==> config.mk <==
export PLATFORM = sky130hd
export DESIGN_NAME = trf_replicator
export DESIGN_NICKNAME = d
export VERILOG_FILES = /design/src/rtl/trf_pkg.sv /design/src/rtl/trf_replicator.sv
export SDC_FILE = /design/constraint.sdc
export NUM_CORES = 1
export LEC_CHECK = 0
export BUFFER_PORTS_ARGS = -buffer_cell sky130_fd_sc_hd__buf_2
export CORE_ASPECT_RATIO = 0.5
export CORE_MARGIN = 10
export CORE_UTILIZATION = 49
export DETAILED_ROUTE_END_ITERATION = 10
export PLACE_DENSITY = 0.8
export SLEW_MARGIN = 20
export SYNTH_ARGS = -nofsm -noshare
export SYNTH_HDL_FRONTEND = slang
export SYNTH_SLANG_ARGS = --single-unit
==> constraint.sdc <==
create_clock -name sys_clk -period 5.09 [get_ports sys_clk]
set_input_delay 1.527 -clock sys_clk [delete_from_list [all_inputs] [get_ports sys_clk]]
set_output_delay 1.527 -clock sys_clk [all_outputs]
set_load 0.005 [all_outputs]
==> src/rtl/trf_pkg.sv <==
// Package of register offsets, field positions and reset values for the trace replicator.
package trf_pkg;
    // Register byte offsets on the register port.
    localparam logic [11:0] TRF_OFS_PORT0_FILTER = 12'h000;
    localparam logic [11:0] TRF_OFS_PORT1_FILTER = 12'h004;
    localparam logic [11:0] TRF_OFS_HS_DRIVE = 12'hef8;
    localparam logic [11:0] TRF_OFS_HS_OBSERVE = 12'hefc;
    localparam logic [11:0] TRF_OFS_MODE_CTRL = 12'hf00;
    localparam logic [11:0] TRF_OFS_TAG_SET = 12'hfa0;
    localparam logic [11:0] TRF_OFS_TAG_CLEAR = 12'hfa4;
    localparam logic [11:0] TRF_OFS_AFFINITY_LOW = 12'hfa8;
    localparam logic [11:0] TRF_OFS_AFFINITY_HIGH = 12'hfac;
    localparam logic [11:0] TRF_OFS_PERMISSION = 12'hfb8;

    // Widths of the trace bus and of register fields.
    localparam int TRF_ID_W = 7;
    localparam int TRF_DATA_W = 32;
    localparam int TRF_BYTES_W = 2;
    localparam int TRF_GROUPS = 8;
    localparam int TRF_TAG_W = 4;
    localparam int TRF_PORTS = 2;

    // Field positions in the integration handshake registers.
    localparam int TRF_FORCE_UPSTREAM_READY_POS = 4;
    localparam int TRF_FORCE_DOWNSTREAM1_VALID_POS = 2;
    localparam int TRF_FORCE_DOWNSTREAM0_VALID_POS = 0;
    localparam int TRF_OBSERVE_UPSTREAM_VALID_POS = 3;
    localparam int TRF_OBSERVE_DOWNSTREAM1_READY_POS = 1;
    localparam int TRF_OBSERVE_DOWNSTREAM0_READY_POS = 0;
    localparam int TRF_MODE_ENABLE_POS = 0;

    // Reset values.
    localparam logic [TRF_GROUPS-1:0] TRF_FILTER_RESET = 8'h00;
    localparam logic [4:0] TRF_HS_DRIVE_RESET = 5'h00;
    localparam logic TRF_MODE_RESET = 1'b0;
    localparam logic [TRF_TAG_W-1:0] TRF_TAG_RESET = 4'h0;
    localparam logic [TRF_TAG_W-1:0] TRF_TAG_IMPLEMENTED = 4'hf;
    localparam logic [7:0] TRF_PERMISSION_RESET = 8'h00;

    // Two-bit permission status encodings.
    localparam logic [1:0] TRF_AUTH_ABSENT = 2'h0;
    localparam logic [1:0] TRF_AUTH_DISABLED = 2'h2;
    localparam logic [1:0] TRF_AUTH_ENABLED = 2'h3;

    // Depth of the input buffer.
    localparam int TRF_BUF_DEPTH = 2;
endpackage

==> src/rtl/trf_replicator.sv <==
// Trace-bus replicator with per-output source ID group filtering and its register port.
`timescale 1ns/1ps
// Notes on behaviour
// - Output 0 forwards IDs whose group bit is 0.
// - Independent group filter for output 1.
// - Filter bit n covers IDs 0xn0 to 0xnF.
// - Set bit discards that group on that output.
// - Both filters reset to zero, pass everything.
// - Handshake drive register reads back bits 4, 2 and 0 of last write; bits 3 and 1 read zero.
// - Drive bit 4 forces upstream ready level.
// - Drive bits 2 and 0 force downstream valids.
// - Observe bit 3 shows live upstream valid.
// - Observe bits 1, 0 show downstream readies.
// - Mode bit 0 enables integration mode, resets 0.
// - Tag-set write sets bits written as one.
// - Tag-set read returns all four implemented ones.
// - Tag-clear write clears ones; read returns tag.
// - Tag resets zero, never affects the hardware.
// - Both affinity words read as zero.
// - Permission status mirrors authentication inputs, resets zero.
// - Fields: 0 absent, 2 disabled, 3 enabled.

// Overview of the data path.
// Every upstream word lands in a two-entry buffer before it is shown downstream.
// Both outputs present the same buffer head at the same time.
// Each output keeps a done flag once it has taken its copy of the head.
// The head retires only when both outputs have taken or filtered it.
// A word that both outputs filter retires one cycle after it is taken.
// The buffer costs one cycle of latency from upstream to downstream.
// In return a stall on one output never drops a word from the other.

// Overview of filtering.
// The upper three bits of the seven-bit ID pick one of eight groups.
// Each output owns an eight-bit mask with one bit per group.
// A set bit hides that group on that output only.
// A mask change takes effect at once, even for a half-sent head word.
// Software that needs a clean switch should first stop the source.

// Overview of integration mode.
// While the mode bit is set, no trace word moves through the block.
// The upstream ready and both downstream valids then follow the drive bits.
// The observe register then shows the live handshake inputs.
// Outside the mode the observe register reads as zero.
// Leaving the mode returns the handshakes to the buffer logic.
// Words left in the buffer are then offered again as normal.

// Overview of the register port.
// The port answers in the access phase with no wait state and no error.
// Read data is captured in the setup phase and held until the next read.
// Only the low byte strobe matters, since every field sits in byte zero.
// Writes to read-only or unmapped offsets are ignored without an error.
// The protection bits are accepted and ignored.

module trf_replicator
    import trf_pkg::*;
(
    // Clock and reset.
    input wire logic sys_clk,
    input wire logic sys_rst,
    // APB4 register port.
    input wire logic psel,
    input wire logic penable,
    input wire logic pwrite,
    input wire logic [11:0] paddr,
    input wire logic [31:0] pwdata,
    input wire logic [3:0] pstrb,
    input wire logic [2:0] pprot,
    output logic [31:0] prdata,
    output logic pready,
    output logic pslverr,
    // Upstream trace input.
    input wire logic upstream_valid_in,
    output logic upstream_ready_out,
    input wire logic [TRF_ID_W-1:0] upstream_id_in,
    input wire logic [TRF_DATA_W-1:0] upstream_data_in,
    input wire logic [TRF_BYTES_W-1:0] upstream_bytes_in,
    // Downstream trace output 0.
    output logic downstream0_valid_out,
    input wire logic downstream0_ready_in,
    output logic [TRF_ID_W-1:0] downstream0_id_out,
    output logic [TRF_DATA_W-1:0] downstream0_data_out,
    output logic [TRF_BYTES_W-1:0] downstream0_bytes_out,
    // Downstream trace output 1.
    output logic downstream1_valid_out,
    input wire logic downstream1_ready_in,
    output logic [TRF_ID_W-1:0] downstream1_id_out,
    output logic [TRF_DATA_W-1:0] downstream1_data_out,
    output logic [TRF_BYTES_W-1:0] downstream1_bytes_out,
    // Authentication control inputs.
    input wire logic invasive_enable_in,
    input wire logic noninvasive_enable_in,
    input wire logic secure_invasive_enable_in,
    input wire logic secure_noninvasive_enable_in
);
    localparam int ENTRY_W = TRF_ID_W + TRF_BYTES_W + TRF_DATA_W;

    // Register state.
    logic [TRF_GROUPS-1:0] port_filter [TRF_PORTS];
    logic [4:0] hs_drive;
    logic mode_enable;
    logic [TRF_TAG_W-1:0] ownership_tag;
    logic [7:0] permission_status;

    // Buffer state.
    logic [ENTRY_W-1:0] buf_mem [TRF_BUF_DEPTH];
    logic wr_ptr;
    logic rd_ptr;
    logic [1:0] buf_count;
    logic [ENTRY_W-1:0] head;
    logic [TRF_ID_W-1:0] head_id;
    logic head_valid;
    logic buf_full;
    logic push;
    logic pop;

    // Per-output handshake terms.
    logic [TRF_PORTS-1:0] port_ready;
    logic [TRF_PORTS-1:0] port_drop;
    logic [TRF_PORTS-1:0] port_done;
    logic [TRF_PORTS-1:0] port_need;
    logic [TRF_PORTS-1:0] port_accept;
    logic [TRF_PORTS-1:0] port_settled;
    logic [TRF_PORTS-1:0] port_force;

    // Bus phase decode.
    logic wr_access;
    logic wr_low;
    logic rd_setup;
    logic [31:0] next_prdata;

    // The register port answers every access with zero wait states and no error.
    assign pready = 1'b1;
    assign pslverr = 1'b0;
    assign wr_access = psel && penable && pwrite;
    assign wr_low = wr_access && pstrb[0];
    assign rd_setup = psel && !penable && !pwrite;

    // Filter registers, one per output.
    always_ff @(posedge sys_clk) begin
        if (sys_rst) begin
            port_filter[0] <= TRF_FILTER_RESET;
            port_filter[1] <= TRF_FILTER_RESET;
        end else if (wr_low && paddr == TRF_OFS_PORT0_FILTER) begin
            port_filter[0] <= pwdata[TRF_GROUPS-1:0];
        end else if (wr_low && paddr == TRF_OFS_PORT1_FILTER) begin
            port_filter[1] <= pwdata[TRF_GROUPS-1:0];
        end
    end

    // Integration handshake drive register keeps bits 4, 2 and 0 of what was written; bits 3 and 1 stay zero.
    always_ff @(posedge sys_clk) begin
        if (sys_rst) begin
            hs_drive <= TRF_HS_DRIVE_RESET;
        end else if (wr_low && paddr == TRF_OFS_HS_DRIVE) begin
            hs_drive[TRF_FORCE_UPSTREAM_READY_POS] <=
                pwdata[TRF_FORCE_UPSTREAM_READY_POS];
            hs_drive[TRF_FORCE_DOWNSTREAM1_VALID_POS] <=
                pwdata[TRF_FORCE_DOWNSTREAM1_VALID_POS];
            hs_drive[TRF_FORCE_DOWNSTREAM0_VALID_POS] <=
                pwdata[TRF_FORCE_DOWNSTREAM0_VALID_POS];
        end
    end

    // Integration mode enable.
    always_ff @(posedge sys_clk) begin
        if (sys_rst) begin
            mode_enable <= TRF_MODE_RESET;
        end else if (wr_low && paddr == TRF_OFS_MODE_CTRL) begin
            mode_enable <= pwdata[TRF_MODE_ENABLE_POS];
        end
    end

    // Ownership tag: set and clear by writing ones; it feeds nothing but read data.
    always_ff @(posedge sys_clk) begin
        if (sys_rst) begin
            ownership_tag <= TRF_TAG_RESET;
        end else if (wr_low && paddr == TRF_OFS_TAG_SET) begin
            ownership_tag <= ownership_tag | pwdata[TRF_TAG_W-1:0];
        end else if (wr_low && paddr == TRF_OFS_TAG_CLEAR) begin
            ownership_tag <= ownership_tag & ~pwdata[TRF_TAG_W-1:0];
        end
    end

    // The permission fields never report the reserved code; absent shows only from reset until the first clock edge after it.
    // Every implemented field shows either disabled or enabled.
    // The hypervisor fields stay at zero, since no such inputs exist.
    // The one-cycle delay keeps the read path short.

    // Permission status follows the authentication inputs one cycle later.
    always_ff @(posedge sys_clk) begin
        if (sys_rst) begin
            permission_status <= TRF_PERMISSION_RESET;
        end else begin
            permission_status[1:0] <= invasive_enable_in ?
                TRF_AUTH_ENABLED : TRF_AUTH_DISABLED;
            permission_status[3:2] <= (invasive_enable_in || noninvasive_enable_in) ?
                TRF_AUTH_ENABLED : TRF_AUTH_DISABLED;
            permission_status[5:4] <= (invasive_enable_in && secure_invasive_enable_in) ?
                TRF_AUTH_ENABLED : TRF_AUTH_DISABLED;
            permission_status[7:6] <= ((invasive_enable_in || noninvasive_enable_in) &&
                (secure_invasive_enable_in || secure_noninvasive_enable_in)) ?
                TRF_AUTH_ENABLED : TRF_AUTH_DISABLED;
        end
    end

    // The read multiplexer is a plain priority chain on the byte offset.
    // Bits above each field read as zero.
    // The tag-set offset returns the mask of implemented tag bits.
    // The tag-clear offset returns the tag itself.
    // The observe offset reads live pins, so its value may move between reads.

    // Read data is chosen in the setup phase and held through the access phase.
    always_comb begin
        next_prdata = 32'h0000_0000;
        if (paddr == TRF_OFS_PORT0_FILTER) begin
            next_prdata[TRF_GROUPS-1:0] = port_filter[0];
        end else if (paddr == TRF_OFS_PORT1_FILTER) begin
            next_prdata[TRF_GROUPS-1:0] = port_filter[1];
        end else if (paddr == TRF_OFS_HS_DRIVE) begin
            next_prdata[4:0] = hs_drive;
        end else if (paddr == TRF_OFS_HS_OBSERVE) begin
            if (mode_enable) begin
                next_prdata[TRF_OBSERVE_UPSTREAM_VALID_POS] = upstream_valid_in;
                next_prdata[TRF_OBSERVE_DOWNSTREAM1_READY_POS] = downstream1_ready_in;
                next_prdata[TRF_OBSERVE_DOWNSTREAM0_READY_POS] = downstream0_ready_in;
            end
        end else if (paddr == TRF_OFS_MODE_CTRL) begin
            next_prdata[TRF_MODE_ENABLE_POS] = mode_enable;
        end else if (paddr == TRF_OFS_TAG_SET) begin
            next_prdata[TRF_TAG_W-1:0] = TRF_TAG_IMPLEMENTED;
        end else if (paddr == TRF_OFS_TAG_CLEAR) begin
            next_prdata[TRF_TAG_W-1:0] = ownership_tag;
        end else if (paddr == TRF_OFS_AFFINITY_LOW || paddr == TRF_OFS_AFFINITY_HIGH) begin
            next_prdata = 32'h0000_0000;
        end else if (paddr == TRF_OFS_PERMISSION) begin
            next_prdata[7:0] = permission_status;
        end
    end

    // Read data register.
    always_ff @(posedge sys_clk) begin
        if (sys_rst) begin
            prdata <= 32'h0000_0000;
        end else if (rd_setup) begin
            prdata <= next_prdata;
        end
    end

    // The buffer is a small ring of two entries with one-bit pointers.
    // The occupancy counter needs two bits to tell empty from full.
    // Upstream ready depends only on the count and the mode drive bit, never on downstream ready.
    // That keeps a combinational path from downstream to upstream out of the block.
    // The price is that a full buffer waits one cycle after a pop to refill.
    // Entries hold ID, byte count and data packed side by side.

    // Two-entry input buffer; a stall downstream fills it and drops upstream ready.
    assign buf_full = (buf_count == 2'(TRF_BUF_DEPTH));
    assign head_valid = (buf_count != 2'h0);
    assign head = buf_mem[rd_ptr];
    assign head_id = head[ENTRY_W-1 -: TRF_ID_W];
    assign push = upstream_valid_in && !buf_full && !mode_enable;
    assign upstream_ready_out = mode_enable ?
        hs_drive[TRF_FORCE_UPSTREAM_READY_POS] : !buf_full;

    // Buffer write side.
    always_ff @(posedge sys_clk) begin
        if (push) begin
            buf_mem[wr_ptr] <= {upstream_id_in, upstream_bytes_in, upstream_data_in};
        end
    end

    // Buffer pointers and occupancy.
    always_ff @(posedge sys_clk) begin
        if (sys_rst) begin
            wr_ptr <= 1'b0;
            rd_ptr <= 1'b0;
            buf_count <= 2'h0;
        end else begin
            if (push) begin
                wr_ptr <= !wr_ptr;
            end
            if (pop) begin
                rd_ptr <= !rd_ptr;
            end
            if (push && !pop) begin
                buf_count <= buf_count + 2'h1;
            end else if (pop && !push) begin
                buf_count <= buf_count - 2'h1;
            end
        end
    end

    // The per-output logic below is the same for both outputs.
    // A done flag stops an output from seeing the same word twice.
    // The flags clear together when the head retires.
    // An output that filters the head counts as settled at once.

    // Gather per-output inputs into vectors.
    assign port_ready = {downstream1_ready_in, downstream0_ready_in};
    assign port_force = {hs_drive[TRF_FORCE_DOWNSTREAM1_VALID_POS],
        hs_drive[TRF_FORCE_DOWNSTREAM0_VALID_POS]};

    // Per-output filtering and copy tracking.
    for (genvar p = 0; p < TRF_PORTS; p++) begin : g_port
        // The upper three ID bits select the sixteen-ID group.
        assign port_drop[p] = port_filter[p][head_id[TRF_ID_W-1 -: 3]];
        assign port_need[p] = head_valid && !port_drop[p] && !port_done[p];
        assign port_accept[p] = port_need[p] && port_ready[p] && !mode_enable;
        assign port_settled[p] = port_drop[p] || port_done[p] || port_accept[p];

        // Remembers an output that took its copy while the other still waits.
        always_ff @(posedge sys_clk) begin
            if (sys_rst) begin
                port_done[p] <= 1'b0;
            end else if (pop) begin
                port_done[p] <= 1'b0;
            end else if (port_accept[p]) begin
                port_done[p] <= 1'b1;
            end
        end
    end

    // The head word retires once every unfiltered output has its copy.
    assign pop = head_valid && !mode_enable && (&port_settled);

    // Downstream valid never waits on downstream ready, as the trace bus demands.
    // Once raised it holds until that output takes the word.
    // Entering integration mode or a write to that output's filter can drop it early.

    // Downstream valids are forced statically in integration mode.
    assign downstream0_valid_out = mode_enable ? port_force[0] : port_need[0];
    assign downstream1_valid_out = mode_enable ? port_force[1] : port_need[1];

    // The head fields are undefined while the matching valid is low.
    // Sinks must ignore them then.

    // Both outputs carry the buffer head word.
    assign downstream0_id_out = head_id;
    assign downstream1_id_out = head_id;
    assign downstream0_bytes_out = head[TRF_DATA_W +: TRF_BYTES_W];
    assign downstream1_bytes_out = head[TRF_DATA_W +: TRF_BYTES_W];
    assign downstream0_data_out = head[TRF_DATA_W-1:0];
    assign downstream1_data_out = head[TRF_DATA_W-1:0];

endmodule // trf_replicator
==> results.md, run 1 <==
* Status: complete, no violations
* Worst vdd rail ir drop at 0.255 mV
* Pwr dens at 480 nW/µm²
* Synth cell types at 65
* CP Data Required Time at 3.56 ns
* Standard-cell row count at 27
* P_sw at 0.000961 W
* Die footprint at 16900 µm²
* DR vias/cell at 5.15
* Clk_lat worst skew at 0.40 ns
* Internal at 0.00240 W
* Vias in the first global route at 4059
* Worst Skew at 0.00471 ns
* Slew Limit Headroom at 34.6%
* Final setup vio count at 0
* Placer Congestion at 0.839
* CTS clk-pin slew, worst paths at 0.06 ns
* Resize count post-CTS at 0
* CTS H-tree depth at 4
* Worst path cell trace: buf_4, mux2i_1, inv_1, nor3_1, a21oi_1, a22o_1, buf_2
* Logic pwr share at 26.2%
* Critical path launch point type: flip-flop
* WL final at 14000 µm
* Sw Share at 28.6%
* Sink Count at 126
* Util after Layout at 62.0%
* Post-synthesis sequential area ratio at 60.4%
* Number of fill cells at 911
* Seq pwr share at 39.2%
* Post-synth EDFFs at 98
* Critical path's slowest cell: buf_4
* Hold Path Class: reg2reg
* IO Count at 223
* Worst-path fanout max at 39
* Largest net degree at the start of global routing at 42
* P&R area growth vs syn at 20.6%
* Max frequency at 0.245 GHz
* RSZ-0062 raised after global routing: false
* Sum Neg Setup Slack at 0 ns
* DRT antenna net count at 0
* Synth Register Bits at 126
* Hold-fix buffers, CTS at 0
* Total GRT Usage at 16.2%
* Layout cells sized above 1 at 43.2%
* Initial antenna violation count at 1
* Core Area at 11300 µm²
* Worst setup EP type: output pin
* Area share of the largest cell type after synthesis at 50.7%
* Cells after synthesis at 450
* Crit path largest cell delay at 0.47 ns
* Asr flop ratio synth at 0%
* Crit path DAT at 2.55 ns
* CP Class: reg2out
* Root buffer selected by CTS: clkbuf_16
* Die Y-Extent at 97.0 µm
* DRT iter0 DRCs at 267
* IO Port Bufs at 166
* MaxCap Viol Count at 0
* CTS buffer count at 17
* Leak Pwr at 2.79 nW
* Synth Flop Type: edfxtp_1
* Post-CTS setup buffer count at 0
* Slew Viols, Final at 0
* Min Tclk post-route at 4.08 ns
* Initial core utilization at 51.4%
* Ranking of synthesized cells by area: edfxtp_1 (51%), dfxtp_1 (9.7%), buf_4 (8.8%), mux2_2 (7.6%), nor2_1 (1.9%)
* Area leader, netlist: edfxtp_1
* TritonCTS clock tree: yes
* TritonRoute pass-1 iters at 5
* Via Count at 3901
* HPWL Detailed at 10400 µm
* Fin crit share at 80.1%
* Fin. Hold Viols at 0
* Final nets at 689
* Avg Inst Size Synth at 12.9 µm²
* First-pass GRT wire length at 21700 µm
* Netlist Area Pre-Place at 5800 µm²
* Finished Cell Area at 7000 µm²
* Chip width at 174 µm
* Placed Area at 6420 µm²
* Drt wl/cell at 18.4 µm
* Post-route DRC at 0
* Grt total ovfl at 0
* Least-Margin Pin Slew at 0.981 ns
* CTS max path bufs at 2
* Clock power frac at 34.6%
* Yosys Warn Count at 0
power by group through the flow:
stage | logic, W | registers (W) | clock network (W)
floorplan | 0.000683 | 0.00131 | 0
global placement | 0.000875 | 0.00133 | 0
detailed placement | 0.000895 | 0.00134 | 0
CTS | 0.000903 | 0.00132 | 0.00118
global route | 0.000974 | 0.00133 | 0.00123
finish | 0.000879 | 0.00131 | 0.00116
cell type report:
| cell class | count | area (µm²) | area share (%) |
|---|---|---|---|
| timing repair buffer | 171 | 868 | 12.4 |
| antenna | 1 | 2.50 | 0.0358 |
| tap | 159 | 199 | 2.84 |
| sequential | 126 | 3500 | 50.1 |
| multi-input combinational | 260 | 1820 | 26.0 |
| inverter | 8 | 30.0 | 0.429 |
| clock buffer | 18 | 429 | 6.13 |
| clock inverter | 14 | 146 | 2.09 |
logic make-up (layout without fill, tap and decap cells):
logic type                 after synthesis  count (layout)  synth area share, %
DFF                                    126             126                 60.4
and+or+nand+nor                        118             118                 11.8
buffers and inverters                   88             211                 10.1
AOI/OAI and AO/OA                       65              65                 7.89
muxes                                   47              47                 9.06
xor gates and xnor gates                 3               3                0.453
other                                    2              27                0.129
adders and majority gates                1               1                0.216
worst max-delay path: cells and delay by family, from the launching register on:
kind | cells | cell delay (ns)
flip-flops | 1 | 0.40
AO/OA/AOI/OAI | 2 | 0.35
AND/OR/NAND/NOR | 1 | 0.21
multiplexers | 1 | 0.41
buffers and inverters | 3 | 0.76
per-stage QoR:
step	total power, W	hold slack, ns	instances	setup WS [ns]
global placement	0.00220	0.488	724	1.44
global route	0.00353	0.525	757	0.728
CTS	0.00340	0.507	756	1.00
detailed placement	0.00223	0.501	724	1.44
floorplan	0.00199	0.472	474	1.04
finish	0.00336	0.502	757	1.01
routing by layer:
layer  part of all wire, %  up-vias  global-route usage (%)
met5                     0        -                       0
met3                   8.4       17                    6.73
met2                    53      150                    28.9
met4                   1.7        0                    6.15
li1                      -     1849                       -
met1                    37     1885                    16.7
state kept, by name (all words and copies together), names as in the netlist, named ones only:
signal and flops:
hs_drive 3, port_filter 16, buf_count 2, wr_ptr 1, port_done 2, prdata 8, mode_enable 1, permission_status 5
buf_mem 82, rd_ptr 1
synthesized netlist by cell type (all sizes together) (2+ instances only):
library cell / count
edfxtp: 98
nor2: 32
and2: 12
a31oi: 2
xor2: 2
nor4: 3
inv: 8
conb: 2
a2bb2oi: 2
nand2b: 8
clkbuf: 7
a211oi: 7
a21oi: 19
nor3: 13
a222oi: 4
nor3b: 3
nand3: 4
o22ai: 3
mux2i: 6
a22oi: 3
nand4: 3
o21ai: 8
a22o: 2
buf: 73
nor2b: 10
a32o: 3
nand2: 15
mux2: 41
a2111oi: 2
and3: 9
dfxtp: 28
worst paths after layout:
kind	from	end	slack (ns)	cells after the start
max	flip-flop	downstream0_valid_out	1.01	7
min reg2reg	flip-flop	flip-flop	0.50	2
max reg2reg	flip-flop	buf_count[1]	1.98	11
min	flip-flop	flip-flop	0.50	2
cells in the final DEF (no fill, tap or decap), drive strengths merged, types with 4 or more instances in the layout:
| cell type | n |
|---|---|
| a21oi | 19 |
| clkbuf | 18 |
| a211oi | 7 |
| clkinvlp | 5 |
| nand2 | 15 |
| inv | 8 |
| o21ai | 8 |
| nand2b | 8 |
| conb | 26 |
| nor3 | 13 |
| edfxtp | 98 |
| and2 | 12 |
| nor2b | 10 |
| clkinv | 7 |
| mux2 | 41 |
| nor2 | 32 |
| buf | 171 |
| and3 | 9 |
| dfxtp | 28 |
| a222oi | 4 |
| nand3 | 4 |
| mux2i | 6 |
Note: power is estimated with default switching activity, not from simulation.
==> run 2: changes to the inputs <==
clock period = 3.75 ns   (was 5.09 ns; I/O delays follow)
==> run 2 against run 1 <==
Effect of this change: global-route usage about the same; worst hold slack about the same; largest power group unchanged; via count up 0.21%; clock-buffer cell count down 1; non-clock buffer count up 2; highest routed layer unchanged; power up 40%; largest cell class unchanged; critical endpoint is now downstream1_valid_out; sequential share of layout area down 0.51 points; critical path type unchanged.
==> results.md, run 2 (synthesis gave the netlist of run 1 again) <==
* DRT antenna net count at 0 (unchanged)
* Layout cells sized above 1 at 43.4% (+0.19 points)
* Crit path largest cell delay at 0.54 ns (+0.07 ns)
* Pwr dens at 666 nW/µm² (+39%)
* Status: complete, no violations
* MaxCap Viol Count at 0 (unchanged)
* CTS buffer count at 17 (unchanged)
* Resize count post-CTS at 0 (unchanged)
* Root buffer selected by CTS: clkbuf_16
* Leak Pwr at 2.83 nW (+1.4%)
* Grt total ovfl at 0 (unchanged)
* DR vias/cell at 5.15 (about the same)
* Final nets at 691 (+0.29%)
* Sum Neg Setup Slack at 0 ns (unchanged)
* Slew Viols, Final at 0 (unchanged)
* Hold Path Class: reg2reg
* Non-filler cells, final at 759 (+0.26%)
* Pwr Total at 0.00470 W (+40%)
* TritonRoute pass-1 iters at 4 (-1)
* Via Count at 3909 (+0.21%)
* Worst Skew at 0.00552 ns (+0.000814 ns)
* Worst vdd rail ir drop at 0.385 mV (+51%)
* IO Port Bufs at 166 (unchanged)
* Slew Limit Headroom at 62.1% (+27 points)
* Placer Congestion at 0.878 (+4.6%)
* Kind of cell adding the most delay to the critical path: flip-flops
* CP Data Required Time at 2.62 ns (-0.94 ns)
* CTS max path bufs at 2 (unchanged)
* CP Class: reg2out
* RSZ-0062 raised after global routing: false
* Worst setup EP type: output pin
* Total GRT Usage at 16.2% (about the same)
* DRT iter0 DRCs at 240 (-10%)
* First-pass GRT wire length at 22000 µm (+1.2%)
* Most frequent cells in the layout: buf_2 (166), edfxtp_1 (98), mux2_2 (39)
* Post-route DRC at 0 (unchanged)
* Hold-fix buffers, CTS at 0 (unchanged)
* P&R area growth vs syn at 21.8%
* Max frequency at 0.295 GHz
* Crit path DAT at 2.27 ns (-0.28 ns)
* CTS H-tree depth at 4 (unchanged)
* Worst path cell trace: mux2i_2, inv_2, a22o_1, nor3b_2, nor4_1, a21o_1, buf_2
* Placed cells at 726 (+0.28%)
* IO Count at 223 (unchanged)
* TritonCTS clock tree: yes
* Util after Layout at 62.6% (+0.63 points)
* Critical path's slowest cell: edfxtp_1
* Critical path launch point type: flip-flop
* Initial antenna violation count at 1 (unchanged)
* Reg with most FFs: buf_mem
* Worst-path fanout max at 9 (-77%)
* Min Tclk post-route at 3.39 ns
* Least-Margin Pin Slew at 0.569 ns (-0.412 ns)
* CP bufs+invs at 2 (-1)
* Largest net degree at the start of global routing at 39 (-7.1%)
* Initial core utilization at 51.4% (unchanged)
* CTS clk-pin slew, worst paths at 0.06 ns (about the same)
* WL final at 14000 µm (+0.27%)
* HPWL Detailed at 10500 µm (+1.1%)
* Commonest non-fill, non-tap cell in the layout: buf_2
* Fin crit share at 90.4%
* Chip width at 174 µm (unchanged)
* Fin. Hold Viols at 0 (unchanged)
* Drt wl/cell at 18.4 µm (about the same)
* Largest register FFs at 82 (unchanged)
* Die footprint at 16900 µm² (unchanged)
* Top flop regs: buf_mem (82), port_filter (16), prdata (8)
* Post-CTS setup buffer count at 0 (unchanged)
* Sink Count at 126 (unchanged)
* Core Area at 11300 µm² (unchanged)
* Vias in the first global route at 4110 (+1.3%)
* Clk_lat worst skew at 0.40 ns (about the same)
* Final setup vio count at 0 (unchanged)
* Standard-cell row count at 27 (unchanged)
* Die Y-Extent at 97.0 µm (unchanged)
==> run 2: changes by cell type in the layout (fill, tap and decap cells not counted), sizes merged <==
cell and change:
clkinv -2, bufinv +2, clkbuf -1, inv +2, clkinvlp -1, buf +2
==> run 2: path summary, 6_finish.rpt <==
kind | end | start | slack [ns] | cells after the start
setup / recovery | downstream1_valid_out | buf_mem[1][38] | 0.36 | 7
hold / removal | prdata[5] | prdata[5] | 0.50 | 2
setup reg to reg | buf_count[1] | buf_mem[0][38] | 0.95 | 10
hold reg to reg | prdata[5] | prdata[5] | 0.50 | 2
==> run 2: where the power goes <==
part	internal, W	switching (W)
logic	0.000578	0.000630
registers	0.00171	0.0000789
clock network	0.00111	0.000601
total	0.00339	0.00131
==> run 2: final cells by class <==
type	count	area, µm²
diodes	1	2.50
clock buffers	17	425
clock inverters	15	194
fillers	858	4220
inverters	8	30.0
multi-input cells	260	1820
flip-flops and latches	126	3500
well taps	159	199
repair buffers	173	896
==> run 2: worst register-to-register path: cells and delay by family (launching register included) <==
kind                       cells  cell delay [ns]
and+or+nand+nor                4             0.93
AOI/OAI and AO/OA              4             0.84
DFF                            1             0.53
adders and majority gates      1             0.32
buffers and inverters          1             0.10
==> run 2: per-layer routing <==
layer / vias to the layer above / wire length, µm / global-route usage (%)
li1: 1854 / - / -
met1: 1875 / 5320 / 17.2
met2: 159 / 7330 / 29.1
met3: 21 / 1080 / 5.42
met4: 0 / 259 / 6.54
met5: - / 0 / 0
==> run 2: metrics by stage <==
stage	worst slack [ns]	cell area, µm²	hold WS (ns)
6_report	0.358	7070	0.502
5_1_grt	0.174	7070	0.517
4_1_cts	0.339	7070	0.506
3_5_place_dp	0.768	6450	0.498
3_3_place_gp	0.800	6450	0.490
2_1_floorplan	0.104	5890	0.472
==> run 3: changes to the inputs <==
CELL_PAD_IN_SITES_DETAIL_PLACEMENT = 1   (was unset)
CELL_PAD_IN_SITES_GLOBAL_PLACEMENT = 2   (was unset)
CORE_UTILIZATION = 31   (was 49)
PLACE_DENSITY = unset   (was 0.8)
PLACE_DENSITY_LB_ADDON = 0.1   (was unset)
==> run 3 against run 2 <==
Effect of this change: global-route usage decreased by 3.5 points; worst setup slack worse by 0.074 ns; power is 0.38% higher; combinational power barely moved; sequential share of layout area down 0.62 points; first-iteration DRC count shrank 41%; final cell count up 11%; non-clock buffer count increased by 1; clock-buffer cell count is the same; sequential cell count is the same; routed wire length is 16% higher.
==> results.md, run 3 (synthesis gave the netlist of run 1 again) <==
* Status: complete, no violations
* Area occupied by multi-input gates at 1820 µm² (unchanged)
* Grt total ovfl at 0 (unchanged)
* RSZ-0062 raised after global routing: false
* HPWL Detailed at 12200 µm (+17%)
* Layout cells sized above 1 at 43.7% (+0.33 points)
* Root buffer selected by CTS: clkbuf_16
* Hold Slack at 0.497 ns (-0.00451 ns)
* Clk_lat worst skew at 0.41 ns (about the same)
* DRT iter0 DRCs at 141 (-41%)
* Max frequency at 0.289 GHz (-2.1%)
* CP endpoint: downstream1_valid_out
* Via Count at 3785 (-3.2%)
* Initial antenna violation count at 0 (-1)
* Hold Path Class: reg2reg
* Slew Limit Headroom at 59.0% (-3.1 points)
* Pwr dens at 659 nW/µm² (-0.95%)
* Slew Viols, Final at 0 (unchanged)
* Least-Margin Pin Slew at 0.611 ns (+0.0423 ns)
* Leak Pwr at 2.84 nW (+0.38%)
* Die footprint at 24900 µm² (+48%)
* IO Port Bufs at 166 (unchanged)
* Worst-path fanout max at 20 (+11)
* Critical path launch point type: flip-flop
* DRT antenna net count at 0 (unchanged)
* Largest register FFs at 82 (unchanged)
* CP Data Required Time at 2.62 ns (about the same)
* WL final at 16200 µm (+16%)
* First-pass GRT wire length at 24000 µm (+8.9%)
* Most frequent cells in the layout: buf_2 (166), edfxtp_1 (98), mux2_2 (39)
* Die Y-Extent at 117 µm (+20%)
* P&R area growth vs syn at 23.4%
* Util after Layout at 38.9% (-24 points)
* Core Area at 18400 µm² (+63%)
* Reg-to-reg slack, setup at 0.93 ns (-0.02 ns)
* Seq. cell area at 3510 µm² (about the same)
* Largest net degree at the start of global routing at 42 (+7.7%)
* Worst vdd rail ir drop at 0.298 mV (-23%)
* Crit path DAT at 2.34 ns (+0.07 ns)
* Fin crit share at 92.4% (+2.0 points)
* Standard-cell row count at 35 (+30%)
* CTS H-tree depth at 4 (unchanged)
* Top flop regs: buf_mem (82), port_filter (16), prdata (8)
* Sum Neg Setup Slack at 0 ns (unchanged)
* Total GRT Usage at 12.7% (-3.5 points)
* Sink Count at 126 (unchanged)
* Fin. Hold Viols at 0 (unchanged)
* Worst setup EP type: output pin
* Initial core utilization at 31.6% (-20 points)
* MaxCap Viol Count at 0 (unchanged)
* Final setup vio count at 0 (unchanged)
* Final nets at 692 (+0.14%)
* IO Count at 223 (unchanged)
* Commonest non-fill, non-tap cell in the layout: buf_2
* Min Tclk post-route at 3.47 ns (+0.0736 ns)
* Chip width at 213 µm (+23%)
* Vias in the first global route at 4129 (+0.46%)
* DR vias/cell at 4.51 (-12%)
* Number of fill cells at 2013 (+130%)
* CP Class: reg2out
* CTS clk-pin slew, worst paths at 0.06 ns (about the same)
* Hold path cells at 2 (unchanged)
* TritonCTS clock tree: yes
* Placer Congestion at 0.744 (-15%)
* TritonRoute pass-1 iters at 4 (unchanged)
* CTS max path bufs at 2 (unchanged)
* R2r endpoint: buf_count[1]
* Reg with most FFs: buf_mem
* Drt wl/cell at 19.3 µm (+4.5%)
* Post-route DRC at 0 (unchanged)
* Worst Skew at 0.0113 ns (+0.00577 ns)
* CTS buffer count at 17 (unchanged)
* Worst R2R Path Depth at 9 (-1)
* Final antenna diode count at 0 (-1)
[run 3: cell count changes in the layout (fill, tap and decap cells not counted), sizes merged]
cell	delta
inv	+4
clkinvlp	-3
buf	+1
bufinv	-1
clkinv	-1
diode	-1
[run 3: critical path, cell delays in order, from the launching register on]
cell and delay (ns):
dfxtp_4 0.52, mux2i_2 0.34, inv_2 0.12, a22o_1 0.24, nor3b_2 0.17, nor4_1 0.30
a21o_1 0.14, buf_2 0.11
[run 3: worst min path at each step]
stage	end	slack [ns]	startpoint
5_1_grt	prdata[7]	0.52	prdata[7]
3_5_place_dp	prdata[7]	0.50	prdata[7]
4_1_cts	prdata[7]	0.51	prdata[7]
2_1_floorplan	buf_count[1]	0.47	buf_count[1]
3_3_place_gp	prdata[5]	0.49	prdata[5]
6_report	prdata[7]	0.50	prdata[7]
[run 3: timing repair]
action                                 in CTS  in global routing
resized for setup                           0                  1
endpoints found under the hold margin       0                  0
hold buffers                                0                  0
setup buffers                               0                  0
setup endpoints to repair                   0                  2
[run 3: stage by stage]
step | power [W] | instances | instance area, µm² | setup WS [ns]
2_1_floorplan | 0.00271 | 474 | 5890 | 0.104
3_3_place_gp | 0.00307 | 808 | 6560 | 0.549
3_5_place_dp | 0.00309 | 808 | 6560 | 0.510
4_1_cts | 0.00482 | 839 | 7160 | 0.0684
5_1_grt | 0.00500 | 839 | 7160 | 0.0440
6_report | 0.00472 | 839 | 7160 | 0.285
[run 3: final cells by class]
| cell class | instances | area share [%] |
|---|---|---|
| clock buffers | 17 | 5.94 |
| multi-input cells | 260 | 25.4 |
| inverters | 8 | 0.419 |
| clock inverters | 14 | 2.52 |
| repair buffers | 174 | 12.6 |
| flip-flops and latches | 126 | 49.0 |
| well taps | 240 | 4.19 |
[run 3: layer usage]
layer	wire length, µm	part of all wire [%]	global-route usage, %	up-vias
li1	-	-	-	1848
met1	7060	44	15.2	1840
met2	8090	50	22.4	90
met3	927	5.7	3.32	7
met4	92	0.57	3.10	0
met5	0	0	0	-
[run 3: power breakdown]
part | switching [W] | internal, W | leakage [nW]
Combinational | 0.000631 | 0.000577 | 1.39
Clock | 0.000649 | 0.00106 | 0.297
Sequential | 0.0000987 | 0.00171 | 1.15
